$ cat src/tamper_selftest_consts.vh
`ifndef TAMPER_SELFTEST_CONSTS_VH
`define TAMPER_SELFTEST_CONSTS_VH

// system clock period
`define TS_CLK_PERIOD_NS      20
// longest wait for one self-test step to answer: 10 us at the system clock
`define TS_ST_TIMEOUT_CYC     9'h1F4
// half period of the blinking tamper indicator: 250 ms at the system clock
`define TS_BLINK_HALF_CYC     28'h0BE_BC20

// self-test components, in test order
`define TS_COMP_KBD           2'h0
`define TS_COMP_PTR           2'h1
`define TS_COMP_HOST          2'h2
`define TS_COMP_CORE          2'h3
`define TS_COMP_LAST          2'h3
// a failure in a component of this mask, which holds only TS_COMP_CORE, disables the whole product
`define TS_CRIT_MASK          4'h8
`define TS_FAIL_MASK_RST      4'h0

// device identity values seen at enumeration
`define TS_CLASS_HID          8'h03
`define TS_CLASS_HUB          8'h09
`define TS_PROTO_KBD          8'h01
`define TS_PROTO_PTR          8'h02

// reset values
`define TS_DATA_RST           8'h00
`define TS_HOSTS_RST          4'h0

`endif

$ cat src/port_device_filter.v
`timescale 1ns/1ps
`default_nettype none

module port_device_filter (
  input  wire       clk_i,
  input  wire       srst_i,
  input  wire       attach_i,
  input  wire       detach_i,
  input  wire [7:0] dev_class_i,
  input  wire [7:0] dev_proto_i,
  input  wire       behind_hub_i,
  input  wire [7:0] want_proto_i,
  output reg        authorized_o,
  output reg        rejected_o
);

  `include "tamper_selftest_consts.vh"

  wire is_hub;
  wire type_ok;

  assign is_hub  = (dev_class_i == `TS_CLASS_HUB) | behind_hub_i;
  assign type_ok = (dev_class_i == `TS_CLASS_HID) & (dev_proto_i == want_proto_i);

  // every hub is refused outright, so nothing hidden behind one is ever trusted
  always @(posedge clk_i) begin
    if (srst_i) begin
      authorized_o <= 1'b0;
      rejected_o   <= 1'b0;
    end else begin
      rejected_o <= 1'b0;
      if (detach_i) begin
        authorized_o <= 1'b0;
      end else if (attach_i) begin
        authorized_o <= type_ok & ~is_hub;
        rejected_o   <= ~type_ok | is_hub;
      end
    end
  end

endmodule // port_device_filter

`default_nettype wire

$ cat src/tamper_selftest_supervisor.v
// Summary of operation
// - a report from the always-on tamper detector puts the block in a tampered state that no later input clears.
// - a failed or depleted anti-tamper backup supply also forces the tampered state.
// - in the tampered state no peripheral data reaches any host port.
// - a distinct blinking tamper indicator is driven whenever the tampered state is entered.
// - the self-test sequence runs after every power-up and powered reset that finds no tamper latched or reported, before forwarding starts.
// - a critical self-test failure disables the whole product, a non-critical one only the failed port, or both ports for a host-side failure.
// - a self-test failure lights its own indicator, distinct from the normal one.
// - keyboard and pointer data flow only from the peripheral to the selected host, never back.
// - the keyboard and pointer ports are kept isolated, with no data path between them.
// - each peripheral port accepts only its authorized device type and rejects every other.
// - hubs, and devices seen behind a hub, are rejected.
// - no external port offers a way to read or alter internal memory or firmware.
`timescale 1ns/1ps
`default_nettype none

`include "tamper_selftest_consts.vh"

module tamper_selftest_supervisor #(
  parameter [27:0] BLINK_HALF_CYC = `TS_BLINK_HALF_CYC
) (
  input  wire       CLK_I,
  input  wire       SRST_I,
  input  wire       TAMPER_DET_I,
  input  wire       BACKUP_FAIL_I,
  input  wire       TAMPER_LATCH_I,
  output reg        TAMPER_LATCH_SET_O,
  output reg        ST_START_O,
  output reg  [1:0] ST_SEL_O,
  input  wire       ST_DONE_I,
  input  wire       ST_PASS_I,
  input  wire [1:0] SEL_HOST_I,
  input  wire       KBD_VALID_I,
  input  wire [7:0] KBD_DATA_I,
  input  wire       PTR_VALID_I,
  input  wire [7:0] PTR_DATA_I,
  output reg  [3:0] HOST_KBD_VALID_O,
  output reg  [7:0] HOST_KBD_DATA_O,
  output reg  [3:0] HOST_PTR_VALID_O,
  output reg  [7:0] HOST_PTR_DATA_O,
  output wire       PERIPH_TX_VALID_O,
  input  wire       KBD_ATTACH_I,
  input  wire       KBD_DETACH_I,
  input  wire [7:0] KBD_CLASS_I,
  input  wire [7:0] KBD_PROTO_I,
  input  wire       KBD_HUB_I,
  output wire       KBD_REJECT_O,
  input  wire       PTR_ATTACH_I,
  input  wire       PTR_DETACH_I,
  input  wire [7:0] PTR_CLASS_I,
  input  wire [7:0] PTR_PROTO_I,
  input  wire       PTR_HUB_I,
  output wire       PTR_REJECT_O,
  input  wire       DBG_REQ_I,
  output wire       DBG_ACK_O,
  output reg        LED_TAMPER_O,
  output reg        LED_FAIL_O,
  output reg        LED_OK_O,
  output wire       OPERATING_O
);

  localparam [4:0] S_BOOT   = 5'b00001;
  localparam [4:0] S_TEST   = 5'b00010;
  localparam [4:0] S_RUN    = 5'b00100;
  localparam [4:0] S_FAIL   = 5'b01000;
  localparam [4:0] S_TAMPER = 5'b10000;

  localparam [8:0] TO_CYC = `TS_ST_TIMEOUT_CYC;

  reg  [4:0]  state;
  reg  [4:0]  next_state;
  reg         tampered;
  reg  [1:0]  comp;
  reg         st_wait;
  reg  [8:0]  to_cnt;
  reg  [3:0]  fail_mask;
  reg  [27:0] blink_cnt;
  reg         blink;

  wire        tamper_event;
  wire        step_done;
  wire        step_fail;
  wire [3:0]  next_fail_mask;
  wire        kbd_auth;
  wire        ptr_auth;
  wire        kbd_path_ok;
  wire        ptr_path_ok;

  // decode the selected host into a one-hot strobe vector
  function [3:0] host_onehot;
    input [1:0] sel;
    begin
      host_onehot = 4'h1 << sel;
    end
  endfunction

  // bit of the failure mask that belongs to one component
  function [3:0] comp_bit;
    input [1:0] c;
    begin
      comp_bit = 4'h1 << c;
    end
  endfunction

  assign tamper_event = TAMPER_DET_I | BACKUP_FAIL_I;

  assign step_done      = st_wait & (ST_DONE_I | (to_cnt == TO_CYC - 9'h001));
  // a step that times out counts as failed
  assign step_fail      = step_done & ~(ST_DONE_I & ST_PASS_I);
  assign next_fail_mask = fail_mask | (step_fail ? comp_bit(comp) : 4'h0);

  // state machine
  always @* begin
    next_state = state;
    case (state)
      S_BOOT: begin
        // the backup-powered latch is read before any test is launched
        if (TAMPER_LATCH_I | tamper_event) begin
          next_state = S_TAMPER;
        end else begin
          next_state = S_TEST;
        end
      end
      S_TEST: begin
        if (step_done && comp == `TS_COMP_LAST) begin
          if ((next_fail_mask & `TS_CRIT_MASK) != 4'h0) begin
            next_state = S_FAIL;
          end else begin
            next_state = S_RUN;
          end
        end
      end
      S_RUN: begin
        next_state = S_RUN;
      end
      S_FAIL: begin
        next_state = S_FAIL;
      end
      S_TAMPER: begin
        next_state = S_TAMPER;
      end
      default: begin
        next_state = S_TAMPER;
      end
    endcase
    // tamper pre-empts every other state
    if (tamper_event | tampered) begin
      next_state = S_TAMPER;
    end
  end

  always @(posedge CLK_I) begin
    if (SRST_I) begin
      state <= S_BOOT;
    end else begin
      state <= next_state;
    end
  end

  // tamper flag: set only, never cleared except by the reset that reloads it from
  // the backup latch; the latch itself lives outside and survives power loss
  always @(posedge CLK_I) begin
    if (SRST_I) begin
      tampered           <= 1'b0;
      TAMPER_LATCH_SET_O <= 1'b0;
    end else begin
      if (tamper_event | (state == S_BOOT && TAMPER_LATCH_I)) begin
        tampered <= 1'b1;
      end
      if (tamper_event | tampered) begin
        TAMPER_LATCH_SET_O <= 1'b1;
      end
    end
  end

  // self-test sequencer
  always @(posedge CLK_I) begin
    if (SRST_I) begin
      comp       <= `TS_COMP_KBD;
      st_wait    <= 1'b0;
      to_cnt     <= 9'h000;
      fail_mask  <= `TS_FAIL_MASK_RST;
      ST_START_O <= 1'b0;
      ST_SEL_O   <= `TS_COMP_KBD;
    end else begin
      ST_START_O <= 1'b0;
      if (state == S_TEST) begin
        if (!st_wait) begin
          ST_START_O <= 1'b1;
          ST_SEL_O   <= comp;
          st_wait    <= 1'b1;
          to_cnt     <= 9'h000;
        end else if (step_done) begin
          st_wait   <= 1'b0;
          fail_mask <= next_fail_mask;
          if (comp != `TS_COMP_LAST) begin
            comp <= comp + 2'h1;
          end
        end else begin
          to_cnt <= to_cnt + 9'h001;
        end
      end
    end
  end

  // enumeration checks, one filter per port
  port_device_filter u_kbd_filter (
    .clk_i        (CLK_I),
    .srst_i       (SRST_I),
    .attach_i     (KBD_ATTACH_I),
    .detach_i     (KBD_DETACH_I),
    .dev_class_i  (KBD_CLASS_I),
    .dev_proto_i  (KBD_PROTO_I),
    .behind_hub_i (KBD_HUB_I),
    .want_proto_i (`TS_PROTO_KBD),
    .authorized_o (kbd_auth),
    .rejected_o   (KBD_REJECT_O)
  );

  port_device_filter u_ptr_filter (
    .clk_i        (CLK_I),
    .srst_i       (SRST_I),
    .attach_i     (PTR_ATTACH_I),
    .detach_i     (PTR_DETACH_I),
    .dev_class_i  (PTR_CLASS_I),
    .dev_proto_i  (PTR_PROTO_I),
    .behind_hub_i (PTR_HUB_I),
    .want_proto_i (`TS_PROTO_PTR),
    .authorized_o (ptr_auth),
    .rejected_o   (PTR_REJECT_O)
  );

  // a port forwards only in normal operation, with a trusted device and a
  // passing self-test of that port and of the host side
  assign kbd_path_ok = (state == S_RUN) & ~tamper_event & kbd_auth
                     & ~fail_mask[`TS_COMP_KBD] & ~fail_mask[`TS_COMP_HOST];
  assign ptr_path_ok = (state == S_RUN) & ~tamper_event & ptr_auth
                     & ~fail_mask[`TS_COMP_PTR] & ~fail_mask[`TS_COMP_HOST];

  // each port has its own register set: keyboard bytes never feed the pointer
  // path or the other way round
  always @(posedge CLK_I) begin
    if (SRST_I) begin
      HOST_KBD_VALID_O <= `TS_HOSTS_RST;
      HOST_KBD_DATA_O  <= `TS_DATA_RST;
    end else begin
      HOST_KBD_VALID_O <= `TS_HOSTS_RST;
      if (kbd_path_ok && KBD_VALID_I) begin
        HOST_KBD_VALID_O <= host_onehot(SEL_HOST_I);
        HOST_KBD_DATA_O  <= KBD_DATA_I;
      end
    end
  end

  always @(posedge CLK_I) begin
    if (SRST_I) begin
      HOST_PTR_VALID_O <= `TS_HOSTS_RST;
      HOST_PTR_DATA_O  <= `TS_DATA_RST;
    end else begin
      HOST_PTR_VALID_O <= `TS_HOSTS_RST;
      if (ptr_path_ok && PTR_VALID_I) begin
        HOST_PTR_VALID_O <= host_onehot(SEL_HOST_I);
        HOST_PTR_DATA_O  <= PTR_DATA_I;
      end
    end
  end

  // there is no reverse path at all; a host can never talk to a peripheral
  assign PERIPH_TX_VALID_O = 1'b0;

  // the service request pin is never answered, so memory stays unreachable
  assign DBG_ACK_O = 1'b0 & DBG_REQ_I;

  assign OPERATING_O = (state == S_RUN);

  // blink divider for the tamper indicator
  always @(posedge CLK_I) begin
    if (SRST_I) begin
      blink_cnt <= 28'h000_0000;
      blink     <= 1'b0;
    end else if (blink_cnt == BLINK_HALF_CYC - 28'h000_0001) begin
      blink_cnt <= 28'h000_0000;
      blink     <= ~blink;
    end else begin
      blink_cnt <= blink_cnt + 28'h000_0001;
    end
  end

  // tamper blinks red, a test failure is steady, normal operation has its own lamp
  always @(posedge CLK_I) begin
    if (SRST_I) begin
      LED_TAMPER_O <= 1'b0;
      LED_FAIL_O   <= 1'b0;
      LED_OK_O     <= 1'b0;
    end else begin
      LED_TAMPER_O <= (state == S_TAMPER) & ~blink;
      LED_FAIL_O   <= (state == S_FAIL) | ((state == S_RUN) & (fail_mask != 4'h0));
      LED_OK_O     <= (state == S_RUN) & (fail_mask == 4'h0);
    end
  end

endmodule // tamper_selftest_supervisor

`default_nettype wire

$ cat config.mk
export PLATFORM = sky130hd
export DESIGN_NAME = tamper_selftest_supervisor
export DESIGN_NICKNAME = d
export VERILOG_FILES = /design/src/port_device_filter.v /design/src/tamper_selftest_supervisor.v
export VERILOG_INCLUDE_DIRS = /design/src
export SDC_FILE = /design/constraint.sdc
export NUM_CORES = 1
export LEC_CHECK = 0
export BUFFER_PORTS_ARGS = -buffer_cell sky130_fd_sc_hd__buf_2
export CAP_MARGIN = 20
export CELL_PAD_IN_SITES_DETAIL_PLACEMENT = 0
export CELL_PAD_IN_SITES_GLOBAL_PLACEMENT = 2
export CORE_ASPECT_RATIO = 1.75
export CORE_MARGIN = 2
export CORE_UTILIZATION = 27
export CTS_BUF_LIST = sky130_fd_sc_hd__clkbuf_16
export CTS_CLUSTER_SIZE = 14
export DETAILED_ROUTE_END_ITERATION = 8
export PLACE_DENSITY = 0.75
export SYNTH_ARGS = -nofsm -noshare
export SYNTH_HDL_FRONTEND = slang
export SYNTH_SLANG_ARGS = --single-unit
$ cat constraint.sdc
create_clock -name CLK_I -period 1.8 [get_ports CLK_I]
set_input_delay 0.36 -clock CLK_I [delete_from_list [all_inputs] [get_ports CLK_I]]
set_output_delay 0.36 -clock CLK_I [all_outputs]
set_load 0.03 [all_outputs]
* Word level (Yosys, flattened, before mapping)
Index checks and enable logic that the tools add are counted.
** Operators by class
- $add $sub $neg :: 3
- Equal/unequal tests :: 18
- Shift-type cells :: 2
- Muxes and demuxes :: 11
- Bitwise operators :: 44
- Reductions and logical operators :: 19
** Operators with widths (number)
- $add 28x1->28 const B :: 1
- $eq 28x24->1 const B :: 1
- $eq 8x2->1 const B :: 3
- $pmux 5 s4 :: 1
- $mux 9 :: 2
- $and 1x1->1 :: 17
- $eq 8x4->1 const B :: 2
- $not 1->1 :: 16
- $mux 5 :: 3
- $reduce_or 2->1 :: 7
- $or 1x1->1 :: 10
- $add 9x1->9 const B :: 1
- $eq 9x9->1 const B :: 1
- $eq 8x1->1 const B :: 1
- $mux 4 :: 2
- $shl 1x2->4 const A :: 2
- $ne 2x2->1 const B :: 3
- $reduce_or 3->1 :: 2
- $eq 5x1->1 const B :: 1
- $eq 5x2->1 const B :: 1
- $eq 5x3->1 const B :: 1
- $eq 5x4->1 const B :: 1
- $eq 5x5->1 const B :: 1
- $logic_and 1x1->1 :: 4
- 10 further kinds :: 13
** Storage, ports and cells
- Register bits after elaboration :: 86
- Bits of input ports :: 66
- Output and inout port bits :: 36
- Logic and storage cells :: 120

* Logic depth before layout (Yosys ltp)
Gate-level depths: netlist of the first run.
- Word-level depth :: 10
- Depth in mapped cells :: 7
- Mapped depth without buffers :: 6

* Hierarchy
From an unflattened synthesis of the first run, not the netlist that was laid out.
** Unflattened totals
- Cells, all modules :: 440
- Area, all modules :: 3978.8 um^2
** Modules (own cells, without submodules)
- tamper_selftest_supervisor :: times used 1, cells each 398, area each 3595.9 um^2, seq. area each 1641.6 um^2
- port_device_filter :: times used 2, cells each 21, area each 191.4 um^2, seq. area each 40.0 um^2

* Worst setup path before layout of the first run
Ideal clock, no wire load.
- Path type :: register to register
- Start point :: register state[3]
- End point :: register HOST_PTR_DATA_O[0]
- Setup time :: 0.128 ns
- Data arrival time :: 1.810 ns
- Data required time :: 1.672 ns
- Path slack :: -0.138 ns
- Cell stages (with the launch flop) :: 7
- Buffers on the path :: 1
- Clock period less this slack :: 1.938 ns
- Cell sequence :: dfxtp_1 -> nand2b_1 -> or4_1 -> buf_6 -> nor4_4 -> mux2i_1 -> nor2_1
** On the way
- Word-level cells in the longest chain between the ends :: 6
** RTL lines
- from (decl) :: RTL line tamper_selftest_supervisor.v:70 : reg [4:0] state;
- from (signal assigned) :: RTL line tamper_selftest_supervisor.v:156 : state <= next_state;
- $eq 5x3->1 :: RTL line tamper_selftest_supervisor.v:237 : assign ptr_path_ok = (state == S_RUN) & ~tamper_event & ptr_auth
- $and 1x1->1 (4 in a row) :: RTL line tamper_selftest_supervisor.v:237
- $logic_and 1x1->1 :: RTL line tamper_selftest_supervisor.v:261 : if (ptr_path_ok && PTR_VALID_I) begin
- to (signal assigned) :: RTL line tamper_selftest_supervisor.v:258 : HOST_PTR_DATA_O <= `TS_DATA_RST;
- to (decl) :: RTL line tamper_selftest_supervisor.v:40 : output reg [7:0] HOST_PTR_DATA_O,
No other way between the ends.
A chain may end at the register's enable or synchronous reset.

* Worst setup path in the final report of the first run
- Start point :: register blink_cnt[1]
- End point :: register blink_cnt[22]
** On the way
- Word-level cells in the longest chain between the ends :: 2
- Elaborated cells between the ends (all ways) :: 3
- Classes of those cells :: add/sub: 1; eq/ne: 1; reduce/logical: 1
** RTL lines
- from (decl) :: RTL line tamper_selftest_supervisor.v:77 : reg [27:0] blink_cnt;
- from (signal assigned) :: RTL line tamper_selftest_supervisor.v:285 : blink_cnt <= blink_cnt + 28'h000_0001;
- parallel branches: the longest is 2 deep, another holds $add 28x1->28
Several ways; the timed one is not identified.

==> results of run 1 <==
==> cell families (layout without fill, tap and decap cells) <==
kind of cell               count (synthesis)  in the layout  share of synthesized area [%]
and+or+nand+nor                          195            195                           27.4
DFF                                       86             86                           46.8
AOI/OAI and AO/OA                         44             44                           7.82
xor gates and xnor gates                  30             30                           7.14
buffers and inverters                     30            203                           3.53
muxes                                     19             19                           5.17
adders and majority gates                  6              6                           2.04
other                                      1              2                          0.102
==> routing by layer <==
metal  GRT usage, %  wire [um]
met2           28.2       5930
met4           5.69        127
met1           13.3       3710
met3           3.31        456
met5              0          0
==> critical path, delay by kind of cell, from the launching register on <==
family	cells	cell delay (ns)
AOI/OAI and AO/OA	1	0.19
DFF	1	0.35
buffers and inverters	2	0.35
adders and majority gates	1	0.13
and+or+nand+nor	4	0.74
==> synth_stat cells, drive strengths merged, types with 2 or more instances <==
| library cell | n | area share, % |
|---|---|---|
| buf | 5 | 0.99 |
| a211oi | 2 | 0.41 |
| ha | 6 | 2.0 |
| o21bai | 2 | 0.41 |
| o22ai | 4 | 0.68 |
| nor2 | 76 | 7.7 |
| clkbuf | 11 | 1.1 |
| o211a | 2 | 0.54 |
| nor4b | 3 | 0.71 |
| and3 | 5 | 0.85 |
| mux2i | 19 | 5.2 |
| xnor2 | 12 | 2.9 |
| nand2b | 10 | 1.7 |
| a31oi | 3 | 0.51 |
| dfxtp | 86 | 47 |
| xor2 | 18 | 4.3 |
| a22o | 2 | 0.48 |
| nand3 | 23 | 3.1 |
| nor4 | 15 | 3.4 |
| a2111oi | 4 | 0.95 |
| or3b | 2 | 0.48 |
| nand4 | 16 | 2.7 |
| a21oi | 14 | 1.9 |
| nor3 | 13 | 1.8 |
| nand2 | 15 | 1.5 |
| or4 | 6 | 1.2 |
| inv | 14 | 1.4 |
| or3 | 4 | 0.68 |
| o21ai | 6 | 0.82 |
==> power by group <==
group | switching [mW] | leakage (nW) | total, mW | internal, mW
combinational | 0.124 | 1.41 | 0.241 | 0.117
sequential | 0.0116 | 0.699 | 1.93 | 1.92
clock | 0.767 | 0.135 | 1.69 | 0.925
==> sequential cells by signal, indices dropped and copies added, names as in the netlist, 2 cells and up <==
name and cells:
HOST_KBD_VALID_O 4, HOST_PTR_DATA_O 8, comp 2, HOST_KBD_DATA_O 8, state 5, HOST_PTR_VALID_O 4
blink_cnt 28, ST_SEL_O 2, fail_mask 4, to_cnt 9
==> metrics by stage <==
step                      setup WS, ns  cell area (um2)  hold WS (ns)  setup TNS [ns]
after global placement         -0.0742             4810         0.449           -2.21
final                          -0.0807             5500         0.194           -1.73
after floorplan                 -0.121             3700         0.405           -1.94
after CTS                       -0.185             5250         0.183           -3.78
after detailed placement        -0.102             4810         0.455           -2.95
after global routing            -0.182             5500         0.187           -5.16
==> timing repair <==
item / in CTS / in global routing
cloned: 1 / 2
buffers inserted: 10 / 4
gates resized for setup: 25 / 42
pin swaps: 9 / 15
setup endpoints to repair: 42 / 62
==> final cells by class <==
cell class                      count  area [um2]  share of cell area, %
Clock inverter                      7        41.3                  0.751
Sequential cell                    86        1730                   31.5
Tap cell                          174         218                   3.96
Inverter                           14        55.1                   1.00
Timing Repair Buffer              173        1150                   20.9
Clock buffer                        9         225                   4.09
Multi-Input combinational cell    296        2080                   37.8
==> path summary, 6_finish.rpt <==
kind         cells past startpoint                 endpoint  slack (ns)
max                              8            blink_cnt[22]       -0.08
min                              2  u_ptr_filter.rejected_o        0.19
max reg2reg                      8            blink_cnt[22]       -0.08
min reg2reg                      1             LED_TAMPER_O        0.45
==> placed cells by master (no fill, tap or decap), types with 4 or more instances in the layout <==
master / instances
clkbuf_16: 9
ha_1: 4
buf_6: 9
nand4_1: 16
nand2_1: 15
clkinv_2: 5
mux2i_1: 19
dfxtp_2: 8
a2111oi_4: 4
and3_1: 4
a21oi_1: 9
buf_2: 99
nand2b_1: 9
xnor2_1: 12
nand3_1: 23
o21ai_0: 5
xor2_1: 18
nor4_1: 13
dfxtp_1: 78
nor2_1: 75
inv_1: 13
nor3_1: 10
buf_4: 60
o22ai_1: 4
==> flow_summary.toml, run 1 <==
[logic_synthesis]
synthFlopType = "dfxtp_1"
synth-async-reset-ratio_pct = 0
synth_edf_count = 0
ys_seq_elements = 86
ys_seq_area_share_pct = 46.8
syn_area_per_cell_um2 = 8.96
yosysUniqueCellTypes = 46
syn_inst = 411
yosysWarnings = 0
synth_area_um2 = 3680

[worst_hold_path]
worstHoldPathType = "in -> reg"
hold_start = "PTR_DETACH_I"

[cts]
numClockSinks = 86
cts_hold_buffers = 0
clkLatencyLatePin_ns = 0.33
clock-root-buffer = "clkbuf_16"
cts-buffers-inserted = 9
clockBufferDepth = 2
cts_tree = "yes"
clkTransAtPathRegs_ns = 0.07
h-tree-depth = 3

[place]
globalplace.congestion = 0.757
dpl.hpwl_um = 7440
dp_cells = 728
port_buffers = 98

[critical_path]
worst_setup_path_end_kind = "register"
crit_chain = "ha_4 > nand4_1 > nor4b_4 > nand4_1 > buf_4 > o21bai_4 > buf_12 > nor2_1"
rr_startpoint = "blink_cnt[1]"
worstPathMaxFanout = 11
crit_required_ns = 2.02
worst_path_most_repeated_cell = "nand4_1"
start_kind = "register"
slowest_delay_ns = 0.35
crit_path_start = "blink_cnt[1]"
criticalPathCategory = "reg -> reg"
crit_arrival_ns = 2.10
slowest_stage = "dfxtp_2"

[routing]
wl_per_cell_um = 13.5
finalWirelength_um = 10200
drt_pass1_iterations = 4
vias = 3536
via_per_inst = 4.66
first_iter_violations = 77
drc = 0
ant_nets = 0

[pwr]
total_power_mw = 3.86
leakage_nw = 2.25
powerDensity_nw_per_um2 = 702
max-vdd-ir-drop_uv = 392

[floorplanning]
core.rowCount = 56
num_io_pins = 102
core-area_um2 = 13400
initial_core_util_pct = 27.5
die_h_um = 158
die_area_um2 = 14600
die_w_um = 92.3

[sta]
fin_crit_sh_pct = 104
setup_ws_ns = -0.0807
rsz0062_at_grt = "yes"
min_period_ns = 1.88
drv_slew = 0
setup_viol = 25
hold_violations = 0
skew_ns = 0.00631
fmax_mhz = 532

[cells_and_area]
stdcell_count = 759
drive_gt1_share_pct = 39.5
num-fill-cells = 1361
area_delta_synth_final_pct = 49.4
final_nets = 652
final_util_pct = 41.1
diodes = 0

[global_routing]
grt_max_degree = 25
grt_pass1_wl_um = 16200
grtUsageTotal_pct = 14.0
antenna_found_initial = 0
grt_pass1_vias = 3534
grt_overflow = 0

[status]
violations = "setup timing"
status = "complete, but fails checks"

[run]
maxCapViolCount = 0
Note: power is estimated with default switching activity, not from simulation.
==> run 2, diff against run 1 <==
--- a/config.mk
+++ b/config.mk
@@ -8,15 +8,15 @@
 export LEC_CHECK = 0
 export BUFFER_PORTS_ARGS = -buffer_cell sky130_fd_sc_hd__buf_2
 export CAP_MARGIN = 20
-export CELL_PAD_IN_SITES_DETAIL_PLACEMENT = 0
-export CELL_PAD_IN_SITES_GLOBAL_PLACEMENT = 2
+export CELL_PAD_IN_SITES_DETAIL_PLACEMENT = 1
+export CELL_PAD_IN_SITES_GLOBAL_PLACEMENT = 1
 export CORE_ASPECT_RATIO = 1.75
 export CORE_MARGIN = 2
-export CORE_UTILIZATION = 27
+export CORE_UTILIZATION = 35
 export CTS_BUF_LIST = sky130_fd_sc_hd__clkbuf_16
 export CTS_CLUSTER_SIZE = 14
 export DETAILED_ROUTE_END_ITERATION = 8
-export PLACE_DENSITY = 0.75
+export PLACE_DENSITY = 0.77
 export SYNTH_ARGS = -nofsm -noshare
 export SYNTH_HDL_FRONTEND = slang
 export SYNTH_SLANG_ARGS = --single-unit
==> flow_summary.toml, run 2 (synthesis gave the netlist of run 1 again) <==
[status]
status = "complete, but fails checks"
violations = "setup timing"

[place]
globalplace.congestion = 0.837
dpl.hpwl_um = 8050
port_buffers = 98

[critical_path]
crit_required_ns = 2.03
worst_setup_path_end_kind = "register"
start_kind = "register"
worstPathMaxFanout = 4
crit_arrival_ns = 2.27
criticalPathCategory = "reg -> reg"

[cells_and_area]
diodes = 0
largest_reg_flops = 28
area_delta_synth_final_pct = 51.0
regMostFlops = "blink_cnt"
largest_registers = "blink_cnt: 28 flops, to_cnt: 9 flops"
mostFrequentLayoutCell = "buf_2"
num-fill-cells = 1183
drive_gt1_share_pct = 43.7
final_nets = 654
final_cell_mix = "buf_2, dfxtp_1, buf_4, nor2_1, nand3_1"

[sta]
fmax_mhz = 492
min_period_ns = 2.03
setup_viol = 53
drv_slew = 0
skew_ns = 0.00701
tightest_slew_ns = 0.633
setup_ws_ns = -0.234
rsz0062_at_grt = "yes"
hold_violations = 0
whs_ns = 0.197
relSlewSlack_pct = 57.4
fin_crit_sh_pct = 113

[pwr]
p_comb_share_pct = 6.9
internal_power_mw = 2.94
switching_share_pct = 23.1
leakage_nw = 2.25
seq_power_share_pct = 50.5
max-vdd-ir-drop_uv = 490
power_switching_mw = 0.883
pwr-share-clk_pct = 42.6
powerDensity_nw_per_um2 = 687
total_power_mw = 3.82

[floorplanning]
core.rowCount = 49
die_h_um = 140
initial_core_util_pct = 36.0
die_area_um2 = 11400
num_io_pins = 102
core-area_um2 = 10200
die_w_um = 81.5

[cts]
clock-root-buffer = "clkbuf_16"
clkTransAtPathRegs_ns = 0.06
clockBufferDepth = 2
numClockSinks = 86
cts_hold_buffers = 0
cts_tree = "yes"
h-tree-depth = 3
cts-buffers-inserted = 9
clkLatencyLatePin_ns = 0.34

[run]
maxCapViolCount = 0

[global_routing]
grtUsageTotal_pct = 20.5
grt_overflow = 0
grt_max_degree = 24
grt_pass1_wl_um = 18100
antenna_found_initial = 0
grt_pass1_vias = 4006

[worst_hold_path]
worstHoldPathType = "in -> reg"

[routing]
ant_nets = 0
drc = 0
finalWirelength_um = 12900
wl_per_cell_um = 18.2
via_per_inst = 5.30
vias = 3765
first_iter_violations = 138
drt_pass1_iterations = 4
## run 2: changes by cell type in the layout (fill, tap and decap cells not counted), moves of 2 or more
cell	before	now
clkinv_2	5	3
buf_6	9	13
nor2_1	75	59
nor2_4	0	2
nor2_2	1	15
mux2i_1	19	17
mux2i_2	0	2
nor4_4	2	4
nor4_1	13	8
dfxtp_1	78	75
dfxtp_2	8	10
nor4_2	0	3
## run 2: metrics by stage
| step | setup WS, ns | util, % | area [um2] | std cells | setup TNS, ns |
|---|---|---|---|---|---|
| global placement | -0.104 | 46.0 | 4710 | 677 | -2.53 |
| detailed placement | -0.249 | 46.0 | 4710 | 677 | -4.24 |
| CTS | -0.180 | 50.9 | 5210 | 699 | -4.18 |
| finish | -0.234 | 54.3 | 5560 | 711 | -7.05 |
| global route | -0.289 | 54.3 | 5560 | 711 | -10.76 |
| floorplan | -0.121 | - | 3700 | 412 | -1.94 |
## run 2: critical path, cell delays in order (launching register included)
cell and delay [ns]:
dfxtp_2 0.32, nand2b_4 0.13, or4_4 0.55, buf_6 0.15
buf_4 0.13, nor3_4 0.13, nand4_1 0.25, nor4_2 0.27
## run 2: area by class of cell
cell class	count	area, um2	share of cell area (%)
Clock buffer	9	225	4.05
Clock inverter	4	18.8	0.338
Inverter	14	55.1	0.990
Multi-Input combinational cell	296	2210	39.8
Sequential cell	86	1740	31.3
Tap cell	127	159	2.86
Timing Repair Buffer	175	1150	20.7
## run 2: final timing paths
path	from	endpoint	slack [ns]	depth (start not counted)
worst min register to register	blink	LED_TAMPER_O	0.46	1
worst max-delay path	state[3]	HOST_PTR_VALID_O[0]	-0.23	7
worst min-delay path	KBD_DETACH_I	u_kbd_filter.rejected_o	0.20	2
worst max register to register	state[3]	HOST_PTR_VALID_O[0]	-0.23	7
## run 2: power by group through the flow
stage / Combinational, mW / Clock (mW) / Sequential, mW
5_1_grt: 0.288 / 1.75 / 1.93
6_report: 0.264 / 1.63 / 1.93
3_5_place_dp: 0.214 / 0 / 1.97
2_1_floorplan: 0.0807 / 0 / 1.98
3_3_place_gp: 0.203 / 0 / 1.97
4_1_cts: 0.241 / 1.65 / 1.93
## run 2: repair_timing
item                                    CTS  global route
pin swaps                                33            25
buffers inserted                          7            12
gates cloned                              2             2
endpoints found under the setup margin   55            64
resized for setup                        51            54
## run 2: routing by layer
metal | track usage [%] | vias up | share of wire [%] | routed length [um]
met5 | 0 | - | 0 | 0
met4 | 9.99 | 0 | 3.7 | 480
met3 | 3.37 | 34 | 3.9 | 505
met2 | 40.3 | 123 | 58 | 7470
met1 | 19.1 | 1823 | 34 | 4450
li1 | - | 1785 | - | -
==> run 3, diff against run 2 <==
--- a/config.mk
+++ b/config.mk
@@ -17,6 +17,7 @@
 export CTS_CLUSTER_SIZE = 14
 export DETAILED_ROUTE_END_ITERATION = 8
 export PLACE_DENSITY = 0.77
+export REMOVE_ABC_BUFFERS = 1
 export SYNTH_ARGS = -nofsm -noshare
 export SYNTH_HDL_FRONTEND = slang
 export SYNTH_SLANG_ARGS = --single-unit
==> constraint.sdc (replaced) <==
create_clock -name CLK_I -period 1.65 [get_ports CLK_I]
set_input_delay 0.33 -clock CLK_I [delete_from_list [all_inputs] [get_ports CLK_I]]
set_output_delay 0.33 -clock CLK_I [all_outputs]
set_load 0.03 [all_outputs]
==> flow_summary.toml, run 3 (synthesis gave the netlist of run 1 again) <==
[routing]
drt_pass1_iterations = 5
wl_per_cell_um = 21.0
drc = 0
first_iter_violations = 162
vias = 3996
finalWirelength_um = 15300
via_per_inst = 5.46
ant_nets = 0

[cells_and_area]
largest_registers = "blink_cnt: 28 flops, to_cnt: 9 flops"
regMostFlops = "blink_cnt"
design_area_um2 = 5920
area_delta_synth_final_pct = 60.9
final_nets = 672
diodes = 0
final_cell_mix = "buf_2, dfxtp_1, buf_4, nor2_1, nand3_1"
mostFrequentLayoutCell = "buf_2"
drive_gt1_share_pct = 48.4
largest_reg_flops = 28
final_util_pct = 57.8

[floorplanning]
die_h_um = 140
die_area_um2 = 11400
num_io_pins = 102
initial_core_util_pct = 36.0
core-area_um2 = 10200
core.rowCount = 49
die_w_um = 81.5

[sta]
rsz0062_at_grt = "yes"
min_period_ns = 2.03
setup_viol = 69
relSlewSlack_pct = 62.0
hold_violations = 0
fin_crit_sh_pct = 123
tightest_slew_ns = 0.570
skew_ns = 0.0124
drv_slew = 0
fmax_mhz = 492
setup_ws_ns = -0.381

[pwr]
power_switching_mw = 1.11
leakage_nw = 2.39
internal_power_mw = 3.57
seq_power_share_pct = 45.0
p_comb_share_pct = 6.9
powerDensity_nw_per_um2 = 790
max-vdd-ir-drop_uv = 723
switching_share_pct = 23.7
pwr-share-clk_pct = 48.1
total_power_mw = 4.68

[critical_path]
rr_worst_depth = 7
crit_arrival_ns = 2.32
slowest_delay_ns = 0.37
start_kind = "register"
crit_chain = "ha_4 > nand4_1 > nor4b_4 > nand4_1 > buf_4 > or3_4 > a21oi_2"
path_buf_inv = 1
worst_setup_path_end_kind = "register"
slowest_stage = "nor4b_4"
path_depth = 7
worst_path_most_repeated_cell = "nand4_1"
worstPathMaxFanout = 2
cpLargestDelayFamily = "simple AND/OR/NAND/NOR gates"
crit_required_ns = 1.94
criticalPathCategory = "reg -> reg"

[worst_hold_path]
worstHoldPathType = "in -> reg"
hold_depth = 2

[place]
dpl.hpwl_um = 8390
dpl_cell_area_um2 = 4780
port_buffers = 98
globalplace.congestion = 0.792

[cts]
clkLatencyLatePin_ns = 0.35
numClockSinks = 86
clkTransAtPathRegs_ns = 0.07
h-tree-depth = 3
clock-root-buffer = "clkbuf_16"
cts_hold_buffers = 0
cts-buffers-inserted = 9
clockBufferDepth = 2
cts_tree = "yes"

[global_routing]
antenna_found_initial = 0
grt_overflow = 0
grtUsageTotal_pct = 25.3
grt_max_degree = 21
grt_pass1_vias = 4362
grt_pass1_wl_um = 21800

[status]
status = "complete, but fails checks"
violations = "setup timing"

[run]
maxCapViolCount = 0
[run 3: timing repair]
item | in CTS | in global routing
pin swaps | 43 | 36
endpoints found under the setup margin | 70 | 76
gates cloned | 2 | 0
buffers inserted | 15 | 13
resized for setup | 84 | 57
[run 3: metal layers]
| layer | track usage (%) | share of wire (%) | vias up |
|---|---|---|---|
| li1 | - | - | 1830 |
| met1 | 22.5 | 32 | 1952 |
| met2 | 49.7 | 58 | 149 |
| met3 | 5.45 | 4.2 | 65 |
| met4 | 13.4 | 5.6 | 0 |
| met5 | 0 | 0 | - |
[run 3: power groups by stage]
stage / clock network [mW] / logic, mW / registers (mW)
detailed placement: 0 / 0.237 / 2.15
CTS: 2.25 / 0.281 / 2.10
global route: 2.37 / 0.348 / 2.11
finish: 2.25 / 0.325 / 2.11
floorplan: 0 / 0.0632 / 2.16
global placement: 0 / 0.227 / 2.15
[run 3: worst paths after layout]
check                             startpoint                       to  slack, ns
worst max-delay path            blink_cnt[0]                    blink      -0.38
worst min-delay path            KBD_DETACH_I  u_kbd_filter.rejected_o       0.16
worst max register to register  blink_cnt[0]                    blink      -0.38
worst min register to register   ST_SEL_O[1]              ST_SEL_O[1]       0.48
[run 3: metrics by stage]
step,instances,TNS [ns],setup slack [ns],hold slack [ns]
final,732,-14.58,-0.381,0.159
after global routing,732,-19.31,-0.487,0.147
after CTS,721,-9.97,-0.326,0.140
after detailed placement,688,-13.30,-0.322,0.469
after global placement,688,-10.30,-0.258,0.447
after floorplan,396,-22.53,-0.726,0.358
[run 3: cell type report]
type / instances / area, um2
clock buffer: 9 / 225
fill: 1162 / 4320
clock inverter: 7 / 96.3
inverter: 14 / 55.1
timing repair buffer: 193 / 1340
sequential: 86 / 1740
tap: 127 / 159
multi-input combinational: 296 / 2310
